$ cat config.mk
export PLATFORM = sky130hd
export DESIGN_NAME = async_timer2_control
export DESIGN_NICKNAME = d
export VERILOG_FILES = /design/src/timer2_pkg.sv /design/src/timer2_prescaler.sv /design/src/async_timer2_control.sv
export VERILOG_INCLUDE_DIRS = /design/src /design/src/src
export SDC_FILE = /design/constraint.sdc
export NUM_CORES = 1
export LEC_CHECK = 0
export ABC_CLOCK_PERIOD_IN_PS = 3700
export CORE_UTILIZATION = 30
export CTS_BUF_LIST = sky130_fd_sc_hd__clkbuf_8 sky130_fd_sc_hd__clkbuf_16
export CTS_CLUSTER_DIAMETER = 60
export DETAILED_ROUTE_END_ITERATION = 12
export DONT_BUFFER_PORTS = 1
export GPL_TIMING_DRIVEN = 1
export PLACE_DENSITY = 0.42
export SLEW_MARGIN = 20
export SYNTH_ARGS = -nofsm -noshare
export SYNTH_HDL_FRONTEND = slang
export SYNTH_HIERARCHICAL = 1
export SYNTH_SLANG_ARGS = --single-unit
$ cat constraint.sdc
create_clock -name clock -period 3.7 [get_ports clock]
set_clock_uncertainty 0.1 [all_clocks]
set_input_delay 0.74 -clock clock [delete_from_list [all_inputs] [get_ports clock]]
set_output_delay 0.74 -clock clock [all_outputs]
set_load 0.02 [all_outputs]
$ cat src/timer2_params.svh
/*
 * constants for the asynchronous 8-bit timer: register offsets, field
 * positions, counter limits, prescaler masks and the transfer edge count.
 * assumes inclusion by bare name from the timer design files.
 */
`ifndef TIMER2_PARAMS_SVH
`define TIMER2_PARAMS_SVH

// ==========================================================
// register offsets in the cpu i/o space
`define T2_OFS_STATUS   6'h22
`define T2_OFS_COMPARE  6'h23
`define T2_OFS_COUNT    6'h24
`define T2_OFS_CONTROL  6'h25

// ==========================================================
// field positions
`define T2_MODE_LO_BIT  6
`define T2_MODE_HI_BIT  3
`define T2_ACT_HI_BIT   5
`define T2_ACT_LO_BIT   4
`define T2_CS_HI_BIT    2
`define T2_ASYNC_BIT    3

// ==========================================================
// reset values and counter limits
`define T2_RST8         8'h00
`define T2_RST7         7'h00
`define T2_MAX          8'hff
`define T2_BOTTOM       8'h00

// ==========================================================
// prescaler taps: tick when all masked bits of the divider are set
`define T2_MASK_8       10'h007
`define T2_MASK_32      10'h01f
`define T2_MASK_64      10'h03f
`define T2_MASK_128     10'h07f
`define T2_MASK_256     10'h0ff
`define T2_MASK_1024    10'h3ff

// ==========================================================
// crystal edges before a staged value lands
`define T2_XFER_EDGES   2'h2

`endif

$ cat src/timer2_pkg.sv
/*
 * types shared by the timer design files.
 * assumes nothing of its surroundings.
 */
package timer2_pkg;

    // waveform mode, {hi, lo}
    typedef enum logic [1:0] {
        MODE_NORMAL = 2'h0,
        MODE_PHASE  = 2'h1,
        MODE_CTC    = 2'h2,
        MODE_FAST   = 2'h3
    } wave_mode_t;

    // clock select codes
    typedef enum logic [2:0] {
        CS_STOP = 3'h0, CS_DIV1 = 3'h1, CS_DIV8 = 3'h2, CS_DIV32 = 3'h3,
        CS_DIV64 = 3'h4, CS_DIV128 = 3'h5, CS_DIV256 = 3'h6,
        CS_DIV1024 = 3'h7
    } clk_sel_t;

endpackage

$ cat src/timer2_prescaler.sv
/*
 * prescaler of the timer: divides a source tick by the selected ratio.
 * assumes src_tick is a one-cycle pulse on the same clock.
 */
`timescale 1ns/1ps
`include "timer2_params.svh"

module timer2_prescaler (
    // clock and reset
    input  wire logic       clock,
    input  wire logic       rstn,
    // source and selection
    input  wire logic       src_tick,
    input  wire logic [2:0] sel,
    // divided tick
    output logic            tick
);

    logic [9:0] div_q;

    // mask of divider bits that must all be set for a tick
    function automatic logic [9:0] tap_mask(input logic [2:0] s);
        case (timer2_pkg::clk_sel_t'(s))
            timer2_pkg::CS_DIV8:    tap_mask = `T2_MASK_8;
            timer2_pkg::CS_DIV32:   tap_mask = `T2_MASK_32;
            timer2_pkg::CS_DIV64:   tap_mask = `T2_MASK_64;
            timer2_pkg::CS_DIV128:  tap_mask = `T2_MASK_128;
            timer2_pkg::CS_DIV256:  tap_mask = `T2_MASK_256;
            default:                tap_mask = `T2_MASK_1024;
        endcase
    endfunction

    // free divider advanced by every source tick
    always_ff @(posedge clock or negedge rstn) begin
        if (!rstn) begin
            div_q <= 10'h000;
        end else if (src_tick) begin
            div_q <= div_q + 10'h001;
        end
    end

    // stop, undivided or tapped
    always_comb begin
        if (sel == timer2_pkg::CS_STOP) begin
            tick = 1'b0;
        end else if (sel == timer2_pkg::CS_DIV1) begin
            tick = src_tick;
        end else begin
            tick = src_tick && ((div_q & tap_mask(sel)) == tap_mask(sel));
        end
    end

endmodule

$ cat src/async_timer2_control.sv
/*
 * 8-bit timer/counter with compare output and asynchronous crystal mode.
 * assumes a cpu i/o port on clock; crystal_clock_in is an unsynchronised
 * pin far slower than clock; the port direction bit lives outside.
 */
`timescale 1ns/1ps
`include "timer2_params.svh"

module async_timer2_control (
    // clock and reset
    input  wire logic       clock,
    input  wire logic       rstn,
    // cpu i/o register port
    input  wire logic [5:0] io_addr,
    input  wire logic       io_wr,
    input  wire logic       io_rd,
    input  wire logic [7:0] io_wdata,
    output logic      [7:0] io_rdata,
    // crystal oscillator pin
    input  wire logic       crystal_clock_in,
    // compare output and events
    output logic            compare_output_pin,
    output logic            pin_override,
    output logic            overflow_flag,
    output logic            compare_match
);

    // ==========================================================
    // declarations
    logic [2:0] xsync_q;
    logic       xlvl_q;
    logic       xrise;
    logic       async_clock_sel_q;
    logic [6:0] ctl_stage_q;
    logic [6:0] ctl_q;
    logic [7:0] ocr_stage_q;
    logic [7:0] ocr_buf_q;
    logic [7:0] ocr_act_q;
    logic [7:0] cnt_stage_q;
    logic [7:0] cnt_q;
    logic       down_q;
    logic       block_q;
    logic [2:0] pend_q;
    logic [1:0] edges_q [3];
    logic [2:0] wr_vec;
    logic [2:0] apply_vec;
    logic       tick;
    logic       match;
    logic       ovf;
    logic       top_hit;
    logic [7:0] top;
    logic [7:0] rdata_q;
    logic       pin_q;
    logic       override_q;
    logic       ovf_q;
    logic       match_q;
    timer2_pkg::wave_mode_t mode;
    logic [1:0] act;

    assign io_rdata           = rdata_q;
    assign compare_output_pin = pin_q;
    assign pin_override       = override_q;
    assign overflow_flag      = ovf_q;
    assign compare_match      = match_q;

    // ==========================================================
    // control fields
    assign mode = timer2_pkg::wave_mode_t'({ctl_q[`T2_MODE_HI_BIT],
                                            ctl_q[`T2_MODE_LO_BIT]});
    assign act  = ctl_q[`T2_ACT_HI_BIT:`T2_ACT_LO_BIT];
    assign top  = (mode == timer2_pkg::MODE_CTC) ? ocr_act_q : `T2_MAX;

    // ==========================================================
    // crystal pin sampling
    // three stages; a level counts once stages two and three agree
    always_ff @(posedge clock or negedge rstn) begin
        if (!rstn) begin
            xsync_q <= 3'h0;
        end else begin
            xsync_q <= {xsync_q[1:0], crystal_clock_in};
        end
    end

    // filtered crystal level
    always_ff @(posedge clock or negedge rstn) begin
        if (!rstn) begin
            xlvl_q <= 1'b0;
        end else if (xsync_q[1] == xsync_q[2]) begin
            xlvl_q <= xsync_q[2];
        end
    end

    assign xrise = (xsync_q[1] == xsync_q[2]) && xsync_q[2] && !xlvl_q;

    // ==========================================================
    // register writes and staging
    assign wr_vec = {io_wr && io_addr == `T2_OFS_COUNT,
                     io_wr && io_addr == `T2_OFS_COMPARE,
                     io_wr && io_addr == `T2_OFS_CONTROL};

    always_ff @(posedge clock or negedge rstn) begin
        if (!rstn) begin
            async_clock_sel_q <= 1'b0;
        end else if (io_wr && io_addr == `T2_OFS_STATUS) begin
            async_clock_sel_q <= io_wdata[`T2_ASYNC_BIT];
        end
    end

    // staging registers for control, compare and count; force bit dropped
    always_ff @(posedge clock or negedge rstn) begin
        if (!rstn) begin
            ctl_stage_q <= `T2_RST7;
            ocr_stage_q <= `T2_RST8;
            cnt_stage_q <= `T2_RST8;
        end else begin
            if (wr_vec[0]) ctl_stage_q <= io_wdata[6:0];
            if (wr_vec[1]) ocr_stage_q <= io_wdata;
            if (wr_vec[2]) cnt_stage_q <= io_wdata;
        end
    end

    // pending bits and crystal edge counts
    // pending holds until the timer side has taken the value
    always_ff @(posedge clock or negedge rstn) begin
        if (!rstn) begin
            pend_q <= 3'h0;
            for (int i = 0; i < 3; i++) edges_q[i] <= 2'h0;
        end else begin
            for (int i = 0; i < 3; i++) begin
                if (wr_vec[i] && async_clock_sel_q) begin
                    pend_q[i]  <= 1'b1;
                    edges_q[i] <= 2'h0;
                end else if (pend_q[i] && xrise) begin
                    if (edges_q[i] == `T2_XFER_EDGES - 2'h1) begin
                        pend_q[i] <= 1'b0;
                    end
                    edges_q[i] <= edges_q[i] + 2'h1;
                end
            end
        end
    end

    // apply after two crystal edges, or at once when synchronous
    always_comb begin
        for (int i = 0; i < 3; i++) begin
            if (async_clock_sel_q) begin
                apply_vec[i] = pend_q[i] && xrise && !wr_vec[i]
                    && edges_q[i] == `T2_XFER_EDGES - 2'h1;
            end else begin
                apply_vec[i] = wr_vec[i];
            end
        end
    end

    // live control and buffered compare
    always_ff @(posedge clock or negedge rstn) begin
        if (!rstn) begin
            ctl_q     <= `T2_RST7;
            ocr_buf_q <= `T2_RST8;
        end else begin
            if (apply_vec[0]) begin
                ctl_q <= async_clock_sel_q ? ctl_stage_q : io_wdata[6:0];
            end
            if (apply_vec[1]) begin
                ocr_buf_q <= async_clock_sel_q ? ocr_stage_q : io_wdata;
            end
        end
    end

    // ==========================================================
    // timer clock
    // prescaler from the selected source
    timer2_prescaler u_prescaler (
        .clock    (clock),
        .rstn     (rstn),
        .src_tick (async_clock_sel_q ? xrise : 1'b1),
        .sel      (ctl_q[`T2_CS_HI_BIT:0]),
        .tick     (tick)
    );

    // compare double buffer, loaded at once or at the ceiling
    always_ff @(posedge clock or negedge rstn) begin
        if (!rstn) begin
            ocr_act_q <= `T2_RST8;
        end else if (mode == timer2_pkg::MODE_NORMAL ||
                     mode == timer2_pkg::MODE_CTC) begin
            ocr_act_q <= ocr_buf_q;
        end else if (tick && cnt_q == `T2_MAX) begin
            ocr_act_q <= ocr_buf_q;
        end
    end

    // counter with load, wrap and up/down
    always_ff @(posedge clock or negedge rstn) begin
        if (!rstn) begin
            cnt_q  <= `T2_RST8;
            down_q <= 1'b0;
        end else if (apply_vec[2]) begin
            cnt_q <= async_clock_sel_q ? cnt_stage_q : io_wdata;
        end else if (tick) begin
            case (mode)
                timer2_pkg::MODE_PHASE: begin
                    if (!down_q && cnt_q == `T2_MAX) begin
                        down_q <= 1'b1;
                        cnt_q  <= cnt_q - 8'h01;
                    end else if (down_q && cnt_q == `T2_BOTTOM) begin
                        down_q <= 1'b0;
                        cnt_q  <= cnt_q + 8'h01;
                    end else begin
                        cnt_q <= down_q ? cnt_q - 8'h01 : cnt_q + 8'h01;
                    end
                end
                default: begin
                    down_q <= 1'b0;
                    cnt_q  <= (cnt_q == top) ? `T2_BOTTOM : cnt_q + 8'h01;
                end
            endcase
        end
    end

    // a counter write masks the match of the next tick
    always_ff @(posedge clock or negedge rstn) begin
        if (!rstn) begin
            block_q <= 1'b0;
        end else if (apply_vec[2]) begin
            block_q <= 1'b1;
        end else if (tick) begin
            block_q <= 1'b0;
        end
    end

    assign match   = tick && !block_q && cnt_q == ocr_act_q;
    // compare at the ceiling with upper action bit set
    assign top_hit = ocr_act_q == `T2_MAX && act[1];
    // overflow at max, or at bottom in phase correct
    assign ovf = tick && ((mode == timer2_pkg::MODE_PHASE)
                          ? (down_q && cnt_q == `T2_BOTTOM)
                          : (cnt_q == `T2_MAX));

    // event pulses
    always_ff @(posedge clock or negedge rstn) begin
        if (!rstn) begin
            ovf_q   <= 1'b0;
            match_q <= 1'b0;
        end else begin
            ovf_q   <= ovf;
            match_q <= match;
        end
    end

    // ==========================================================
    // compare output pin
    // pin override whenever an action is selected
    always_ff @(posedge clock or negedge rstn) begin
        if (!rstn) begin
            override_q <= 1'b0;
        end else begin
            override_q <= |act;
        end
    end

    // waveform per mode and action
    always_ff @(posedge clock or negedge rstn) begin
        if (!rstn) begin
            pin_q <= 1'b0;
        end else begin
            case (mode)
                // fast pwm, bottom action then match action
                timer2_pkg::MODE_FAST: begin
                    if (tick && cnt_q == `T2_MAX && act[1]) begin
                        pin_q <= ~act[0];
                    end else if (match && act[1] && !top_hit) begin
                        pin_q <= act[0];
                    end
                end
                // phase pwm, direction decides the level
                timer2_pkg::MODE_PHASE: begin
                    if (top_hit && tick && cnt_q == `T2_MAX) begin
                        pin_q <= act[0];
                    end else if (match && act[1] && !top_hit) begin
                        pin_q <= down_q ? ~act[0] : act[0];
                    end
                end
                // toggle, clear or set on match
                default: begin
                    if (match && act == 2'h1) begin
                        pin_q <= ~pin_q;
                    end else if (match && act[1]) begin
                        pin_q <= act[0];
                    end
                end
            endcase
        end
    end

    // ==========================================================
    // register reads
    // staged compare and control, live counter
    always_ff @(posedge clock or negedge rstn) begin
        if (!rstn) begin
            rdata_q <= `T2_RST8;
        end else if (io_rd) begin
            case (io_addr)
                `T2_OFS_STATUS:  rdata_q <= {4'h0, async_clock_sel_q,
                                             pend_q};
                `T2_OFS_COMPARE: rdata_q <= ocr_stage_q;
                `T2_OFS_COUNT:   rdata_q <= cnt_q;
                `T2_OFS_CONTROL: rdata_q <= {1'b0, ctl_stage_q};
                default:         rdata_q <= `T2_RST8;
            endcase
        end
    end

    // ==========================================================
    // assertions
    property p_stop;
        @(posedge clock) disable iff (!rstn)
        (ctl_q[2:0] == 3'h0 && !apply_vec[2]) |=> $stable(cnt_q);
    endproperty
    a_stop: assert property (p_stop) else $error("count moved while stopped");

    property p_ctc_wrap;
        @(posedge clock) disable iff (!rstn)
        (mode == timer2_pkg::MODE_CTC && tick && cnt_q == ocr_act_q
         && !apply_vec[2]) |=> cnt_q == `T2_BOTTOM;
    endproperty
    a_ctc_wrap: assert property (p_ctc_wrap) else $error("ctc no wrap");

    property p_ovf_cause;
        @(posedge clock) disable iff (!rstn)
        ovf_q |-> ($past(cnt_q) == `T2_MAX || $past(cnt_q) == `T2_BOTTOM);
    endproperty
    a_ovf_cause: assert property (p_ovf_cause) else $error("bad overflow");

    property p_pend_set;
        @(posedge clock) disable iff (!rstn)
        (wr_vec[2] && async_clock_sel_q) |=> pend_q[2] [*2];
    endproperty
    a_pend_set: assert property (p_pend_set) else $error("pending lost");

    property p_pend_clear;
        @(posedge clock) disable iff (!rstn)
        $fell(pend_q[1]) |-> $past(xrise) && $past(async_clock_sel_q);
    endproperty
    a_pend_clear: assert property (p_pend_clear) else $error("early clear");

    property p_block;
        @(posedge clock) disable iff (!rstn)
        apply_vec[2] ##1 (tick && !apply_vec[2]) |=> !match_q;
    endproperty
    a_block: assert property (p_block) else $error("match not masked");

    property p_override;
        @(posedge clock) disable iff (!rstn)
        $rose(|act) |=> pin_override;
    endproperty
    a_override: assert property (p_override) else $error("no override");

    property p_read_count;
        @(posedge clock) disable iff (!rstn)
        (io_rd && io_addr == `T2_OFS_COUNT) |=> io_rdata == $past(cnt_q);
    endproperty
    a_read_count: assert property (p_read_count) else $error("bad read");

    property p_phase_turn;
        @(posedge clock) disable iff (!rstn)
        (mode == timer2_pkg::MODE_PHASE && tick && down_q
         && cnt_q == `T2_BOTTOM && !apply_vec[2]) |=> !down_q ##0 ovf_q;
    endproperty
    a_phase_turn: assert property (p_phase_turn) else $error("no turn");

    c_ovf:   cover property (@(posedge clock) disable iff (!rstn) ovf_q);
    c_fast:  cover property (@(posedge clock) disable iff (!rstn)
                             mode == timer2_pkg::MODE_FAST && match_q);
    c_xfer:  cover property (@(posedge clock) disable iff (!rstn)
                             $fell(pend_q[2]));

endmodule

==> results of run 1 <==
[placed cells by master (no fill, tap or decap), drive strengths merged, types with 4 or more instances in the layout]
cell type and count:
and4 4, xor2 6, a31oi 10, nand3 13
clkbuf 10, a22o 8, mux2 43, nor3 4
buf 11, o22ai 11, xnor2 7, a41o 4
nand4 10, a31o 4, nand2b 4, a221oi 5
a21oi 17, mux2i 9, and3 5, ha 8
dfrtp 92, inv 29, nor2 23, nand2 77
o21ai 19
[flip-flops by register name, summed over array words and instances, names as in the netlist, 3 cells and up]
register           flops
ctl_q                  7
cnt_q                  8
ocr_stage_q            8
io_rdata               8
pend_q                 3
ocr_buf_q              8
ctl_stage_q            7
xsync_q                3
u_prescaler/div_q     10
edges_q                6
cnt_stage_q            8
ocr_act_q              8
[worst paths after layout]
kind	from	end	slack (ns)
max	xsync_q[1]	compare_output_pin	0.36
min	rstn	edges_q[1]	0.22
max reg2reg	xsync_q[1]	compare_output_pin	0.36
min reg2reg	xsync_q[0]	xsync_q[1]	0.27
max in group asynchronous	rstn	cnt_q[5]	2.92
min in group clock	xsync_q[0]	xsync_q[1]	0.27
[power groups by stage]
| stage | clock network, mW | logic (mW) | registers, mW |
|---|---|---|---|
| after global placement | 0 | 0.698 | 1.54 |
| after CTS | 0.962 | 0.732 | 1.53 |
| after floorplan | 0 | 0.635 | 1.41 |
| after detailed placement | 0 | 0.705 | 1.55 |
| after global routing | 1.01 | 0.832 | 1.57 |
| final | 0.937 | 0.725 | 1.53 |
[synth_stat cells (all sizes together) (6+ instances only)]
cell    number
mux2i        9
a31oi       10
nand4       10
xnor2        7
o21ai       19
buf         10
a22o         8
nor2        23
ha           8
inv         28
a21oi       17
clkbuf      13
nand2       77
o22ai       11
xor2         6
nand3       13
dfrtp       92
mux2        43
[layout make-up]
class	instances	share of cell area
Multi-Input combinational cell	334	0.431
Clock inverter	5	0.00996
Clock buffer	10	0.0442
Timing Repair Buffer	11	0.0190
Inverter	28	0.0195
Sequential cell	92	0.426
Tap cell	216	0.0500
[metal layers]
layer | routed length, um | GRT usage | up-vias
li1 | - | - | 1717
met1 | 6090 | 0.228 | 1772
met2 | 5760 | 0.257 | 75
met3 | 658 | 0.0475 | 8
met4 | 102 | 0.0471 | 0
met5 | 0 | 0 | -
[worst reg2reg max path: stages (launching register included)]
cell                        delay (ns)
sky130_fd_sc_hd__dfrtp_1          0.35
sky130_fd_sc_hd__ha_1             0.14
sky130_fd_sc_hd__nor2b_1          0.17
sky130_fd_sc_hd__nand2b_1         0.29
sky130_fd_sc_hd__o31ai_1          0.12
sky130_fd_sc_hd__a311o_1          0.28
sky130_fd_sc_hd__a211oi_1         0.37
sky130_fd_sc_hd__inv_1            0.30
sky130_fd_sc_hd__a2111oi_0        0.44
sky130_fd_sc_hd__nand4_1          0.27
sky130_fd_sc_hd__o211a_1          0.29
sky130_fd_sc_hd__a41oi_1          0.16
[kinds of logic (layout without fill, tap and decap cells)]
logic type / Yosys count / in the layout
muxes: 52 / 52
and+or+nand+nor: 159 / 159
xor gates and xnor gates: 13 / 13
buffers and inverters: 51 / 54
DFF: 92 / 92
AOI/OAI and AO/OA: 102 / 102
adders and majority gates: 8 / 8
[what timing repair did]
item	in CTS	in global routing
endpoints found under the hold margin	92	0
endpoints found under the setup margin	0	0
hold buffers	1	0
[metrics by stage]
step,hold WS (ns),util,worst slack (ns)
floorplan,0.231,-,0.740
global placement,0.244,0.321,0.493
detailed placement,0.245,0.321,0.279
CTS,0.239,0.341,0.236
global route,0.245,0.341,0.0933
finish,0.218,0.341,0.360
==> metrics.md, run 1 <==
| Metric | Value |
|---|---|
| Boundary Pins | 31 |
| DR WL/cell | 18.1 um |
| Final-layout setup total negative slack | 0 ns |
| Die Area | 0.0167 mm^2 |
| Register bit total from synthesis | 92 |
| Number of port buffers | 0 |
| Area fraction in compound gates after synthesis | 0.150 |
| Proportion of synthesized chip area in sequential cells | 0.474 |
| Antenna-violating nets left | 0 |
| Async S/R FF share, synth | 1.00 |
| Estimated wirelength of the detail-placed design | 8830 um |
| Share of cells above drive strength 1 | 0.183 |
| Pin count of the biggest net entering global routing | 93 |
| Worst Reg2Reg Path Length in Cells | 11 |
| Clock power share | 0.293 |
| Number of max-cap violations | 0 |
| Initial antenna violation count | 0 |
| Clock latency at the later pin of the worst-skew pair | 0.35 ns |
| Number of instances resized during post-cts repair | 0 |
| Area growth from synthesis to layout | 11.3% |
| Root Buffer Master | sky130_fd_sc_hd__clkbuf_16 |
| Post-Synth XOR/XNOR Area | 0.0234 |
| Most area-hungry cell type in the Yosys netlist | sky130_fd_sc_hd__dfrtp_1 |
| Detailed-routing iteration count for the pre-antenna-repair pass | 4 |
| Part of the power in registers | 0.480 |
| Sequential cell area | 0.00230 mm^2 |
| CTS Buf Count | 9 |
| Proportion of total power due to net switching | 0.336 |
| Final count of pins violating max slew | 0 |
| Combinational family with the most area after synthesis | simple AND/OR/NAND/NOR gates |
| Max frequency | 299 MHz |
| Final estimated routing congestion in global placement | 0.797 |
| Placement Rows | 46 |
| Proportion of synthesized area in mux cells | 0.122 |
| Slew HR | 0.446 |
| Final hold violation count | 0 |
| Net Switching | 1.07 mW |
| RSZ-0062 raised after global routing | false |
| Simple-gate share of the synthesized area | 0.163 |
| Via count of the first global-routing pass | 3656 |
| Critical path startpoint category | flop |
| Post-synthesis instance total | 477 |
| Post-route fraction of the period consumed by the critical path | 0.903 |
| Global route total overflow | 0 |
| Maximum fanout along the worst path | 11 |
| Count of different cell masters after synthesis | 71 |
| Worst min-delay path class | input pin to async pin |
| Total via count in the routed design | 3572 |
| Final Cell Area | 0.00540 mm^2 |
| Overall power consumption | 3.20 mW |
| CTS H-tree lvls | 3 |
| Initial cell density of the core | 0.307 |
| Slew @ Worst Pin | 0.815 ns |
| Buffers inserted during post-CTS setup optimization | 0 |
| Drt first-iter violations | 193 |
| Multi-input combinational cell area | 0.00233 mm^2 |
| WS Path Type | flop to flop |
| Cell family with the largest share of critical-path delay | compound AO/OA/AOI/OAI gates |
| Dominant register cell in the synthesized netlist | sky130_fd_sc_hd__dfrtp_1 |
| Critical Path RT | 3.86 ns |
| Power density over the cells | 591 mW/mm^2 |
| Cells taking the most area after synthesis | sky130_fd_sc_hd__dfrtp_1 (47%), sky130_fd_sc_hd__mux2_2 (10%), sky130_fd_sc_hd__nand2_1 (5.9%), sky130_fd_sc_hd__inv_1 (2.2%), sky130_fd_sc_hd__ha_1 (2.1%) |
| Sort of element at the end of the critical path | flop |
| # fillers | 1642 |
| Number of nets in the final layout | 503 |
| Pleak | 2.32 nW |
| Number of enable-type register cells in the synthesized netlist | 0 |
| Clock tree from TritonCTS | yes |
| Final critical-path required period | 3.34 ns |
| Total standard cell area after synthesis | 0.00486 mm^2 |
| Crit path buffers/inverters | 1 |
| Total wire length after detailed routing | 12600 um |
| Sinks on the clock net | 92 |
| Crit-path max cell delay | 0.44 ns |
| Placement-stage cell area | 0.00508 mm^2 |
| Share of power burned in combinational logic | 0.227 |
| Area share of fa/ha/maj cells after synthesis | 0.0206 |
| Buffers from clock root to sink, at most | 2 |
| Wire length of the first global-routing pass | 20700 um |
| Non-filler cells, final | 696 |
| Library cell contributing the largest single delay on the critical path | sky130_fd_sc_hd__a2111oi_0 |
| Setup Viol. Count Final | 0 |
| Placed Cells | 680 |
| Core box area | 0.0158 mm^2 |
| Arrival time at the worst endpoint | 3.50 ns |
| Cell breakdown of the critical path | ha_1 -> nor2b_1 -> nand2b_1 -> o31ai_1 -> a311o_1 -> a211oi_1 -> inv_1 -> a2111oi_0 -> nand4_1 -> o211a_1 -> a41oi_1 |
| Yosys warning total | 6 |
| Via density per instance | 5.13 |
| Synth Net Count | 504 |
| Vertical extent of the die | 129 um |
| Area fraction of the dominant cell type after synthesis | 0.474 |
| Worst-path clk slew | 0.07 ns |
| Peak supply drop | 0.230 mV |
| Power Internal | 2.12 mW |
| Ant. Diodes | 0 |
| GRT Util Overall | 0.167 |
| Synth Area per Inst | 10.2 um^2 |
| Run status | finished clean |
| Post-route DRC | 0 |
| Stages on worst setup path | 11 |
| Horiz. Die Dim | 129 um |
Note: power is estimated with default switching activity, not from simulation.
==> run 2: changes to the inputs <==
Settings changed: CORE_UTILIZATION 30 to 40, MAX_ROUTING_LAYER set to met4, PLACE_DENSITY 0.42 to 0.52.
==> metrics.md, run 2 (synthesis gave the netlist of run 1 again) <==
| Metric | Value |
|---|---|
| Overall power consumption | 3.31 mW |
| Detailed-routing iteration count for the pre-antenna-repair pass | 4 |
| CTS Buf Count | 9 |
| Setup Viol. Count Final | 0 |
| Worst Slack Setup Final | 0.593 ns |
| Run status | finished clean |
| Slew HR | 0.528 |
| Vertical extent of the die | 112 um |
| Pin count of the biggest net entering global routing | 93 |
| Via density per instance | 5.71 |
| Pre-CTS worst setup slack | 0.595 ns |
| Buffers inserted during post-CTS setup optimization | 0 |
| Number of instances resized during post-cts repair | 0 |
| Arrival time at the worst endpoint | 3.27 ns |
| Boundary Pins | 31 |
| Max reg flops | 10 |
| Worst-path clk slew | 0.07 ns |
| Utilization after layout | 0.460 |
| GRT Util Overall | 0.208 |
| Final critical-path required period | 3.11 ns |
| Critical path startpoint category | flop |
| Via count of the first global-routing pass | 3571 |
| Critical Path RT | 3.87 ns |
| Global route total overflow | 0 |
| Pleak | 2.33 nW |
| Total via count in the routed design | 3550 |
| Number of port buffers | 0 |
| DR WL/cell | 18.6 um |
| Clock tree from TritonCTS | yes |
| Core box area | 0.0116 mm^2 |
| Maximum fanout along the worst path | 11 |
| Most flop-heavy register | u_prescaler/div_q |
| Total wire length after detailed routing | 11600 um |
| Final hold violation count | 0 |
| Post-route fraction of the period consumed by the critical path | 0.840 |
| Worst min-delay path class | input pin to async pin |
| Clock latency at the later pin of the worst-skew pair | 0.35 ns |
| Estimated wirelength of the detail-placed design | 8050 um |
| Placement Rows | 39 |
| Drt first-iter violations | 235 |
| # fillers | 1122 |
| Commonest non-fill, non-tap cell in the layout | sky130_fd_sc_hd__dfrtp_1 |
| Power density over the cells | 619 mW/mm^2 |
| Max frequency | 322 MHz |
| Post-route DRC | 0 |
| Area growth from synthesis to layout | 10.1% |
| CTS H-tree lvls | 3 |
| Horiz. Die Dim | 112 um |
| Peak supply drop | 0.346 mV |
| Buffers from clock root to sink, at most | 2 |
| Root Buffer Master | sky130_fd_sc_hd__clkbuf_16 |
| Final-layout setup total negative slack | 0 ns |
| Share of cells above drive strength 1 | 0.182 |
| Sinks on the clock net | 92 |
| Sort of element at the end of the critical path | flop |
| Final count of pins violating max slew | 0 |
| WS Path Type | flop to flop |
| Number of max-cap violations | 0 |
| Top library cells by usage in the layout, fill and taps aside | sky130_fd_sc_hd__dfrtp_1 (92), sky130_fd_sc_hd__nand2_1 (76), sky130_fd_sc_hd__mux2_2 (43) |
| Final estimated routing congestion in global placement | 0.767 |
| Hold buffer count at CTS | 1 |
| RSZ-0062 raised after global routing | false |
| Slew @ Worst Pin | 0.702 ns |
| Antenna-violating nets left | 0 |
| Wire length of the first global-routing pass | 19300 um |
| Die Area | 0.0126 mm^2 |
| Ant. Diodes | 0 |
| Initial antenna violation count | 0 |
| Initial cell density of the core | 0.418 |
| Number of nets in the final layout | 501 |
## run 2: changes by cell type in the layout (fill, tap and decap cells not counted), sizes merged
cell    before  now
clkbuf      10    9
buf         11    9
bufinv       1    3
## run 2: power by group
part,switching (mW),internal (mW),total (mW)
Combinational,0.385,0.332,0.717
Clock,0.412,0.664,1.08
Sequential,0.269,1.25,1.52
Total,1.07,2.24,3.31
## run 2: worst max-delay path: stages, from the launching register on
cell and delay [ns]:
sky130_fd_sc_hd__dfrtp_1 0.35, sky130_fd_sc_hd__ha_1 0.13, sky130_fd_sc_hd__nor2b_1 0.16, sky130_fd_sc_hd__nand2b_1 0.27, sky130_fd_sc_hd__o31ai_1 0.11, sky130_fd_sc_hd__a311o_1 0.28
sky130_fd_sc_hd__a211oi_1 0.28, sky130_fd_sc_hd__inv_1 0.26, sky130_fd_sc_hd__a2111oi_0 0.41, sky130_fd_sc_hd__nand4_1 0.23, sky130_fd_sc_hd__o211a_1 0.27, sky130_fd_sc_hd__a41oi_1 0.15
## run 2: worst paths after layout
| kind | from | to | slack [ns] | cells after the start |
|---|---|---|---|---|
| min in group clock | xsync_q[0] | xsync_q[1] | 0.24 | 0 |
| max in group asynchronous | rstn | cnt_q[5] | 2.93 | 1 |
| worst min register to register | xsync_q[0] | xsync_q[1] | 0.24 | 0 |
| worst max-delay path | xsync_q[1] | compare_output_pin | 0.59 | 11 |
| worst min-delay path | rstn | u_prescaler/div_q[3] | 0.19 | 1 |
| worst max register to register | xsync_q[1] | compare_output_pin | 0.59 | 11 |
## run 2: per-layer routing
metal,part of all wire,global-route usage
met1,0.48,0.282
met2,0.45,0.305
met3,0.049,0.0502
met4,0.020,0.0720
met5,0,-
## run 2: through the flow
stage | hold WS (ns) | instance area, um^2 | instances
after floorplan | 0.231 | 4860 | 477
after global placement | 0.237 | 4970 | 605
after detailed placement | 0.236 | 4970 | 605
after CTS | 0.226 | 5350 | 622
after global routing | 0.234 | 5350 | 622
final | 0.188 | 5350 | 622
## run 2: cell type report
class | instances | area, um^2 | share of cell area
Sequential cell | 92 | 2300 | 0.431
Tap cell | 143 | 179 | 0.0335
Inverter | 28 | 105 | 0.0197
Clock buffer | 9 | 225 | 0.0421
Multi-Input combinational cell | 334 | 2330 | 0.435
Clock inverter | 7 | 123 | 0.0229
Timing Repair Buffer | 9 | 87.6 | 0.0164
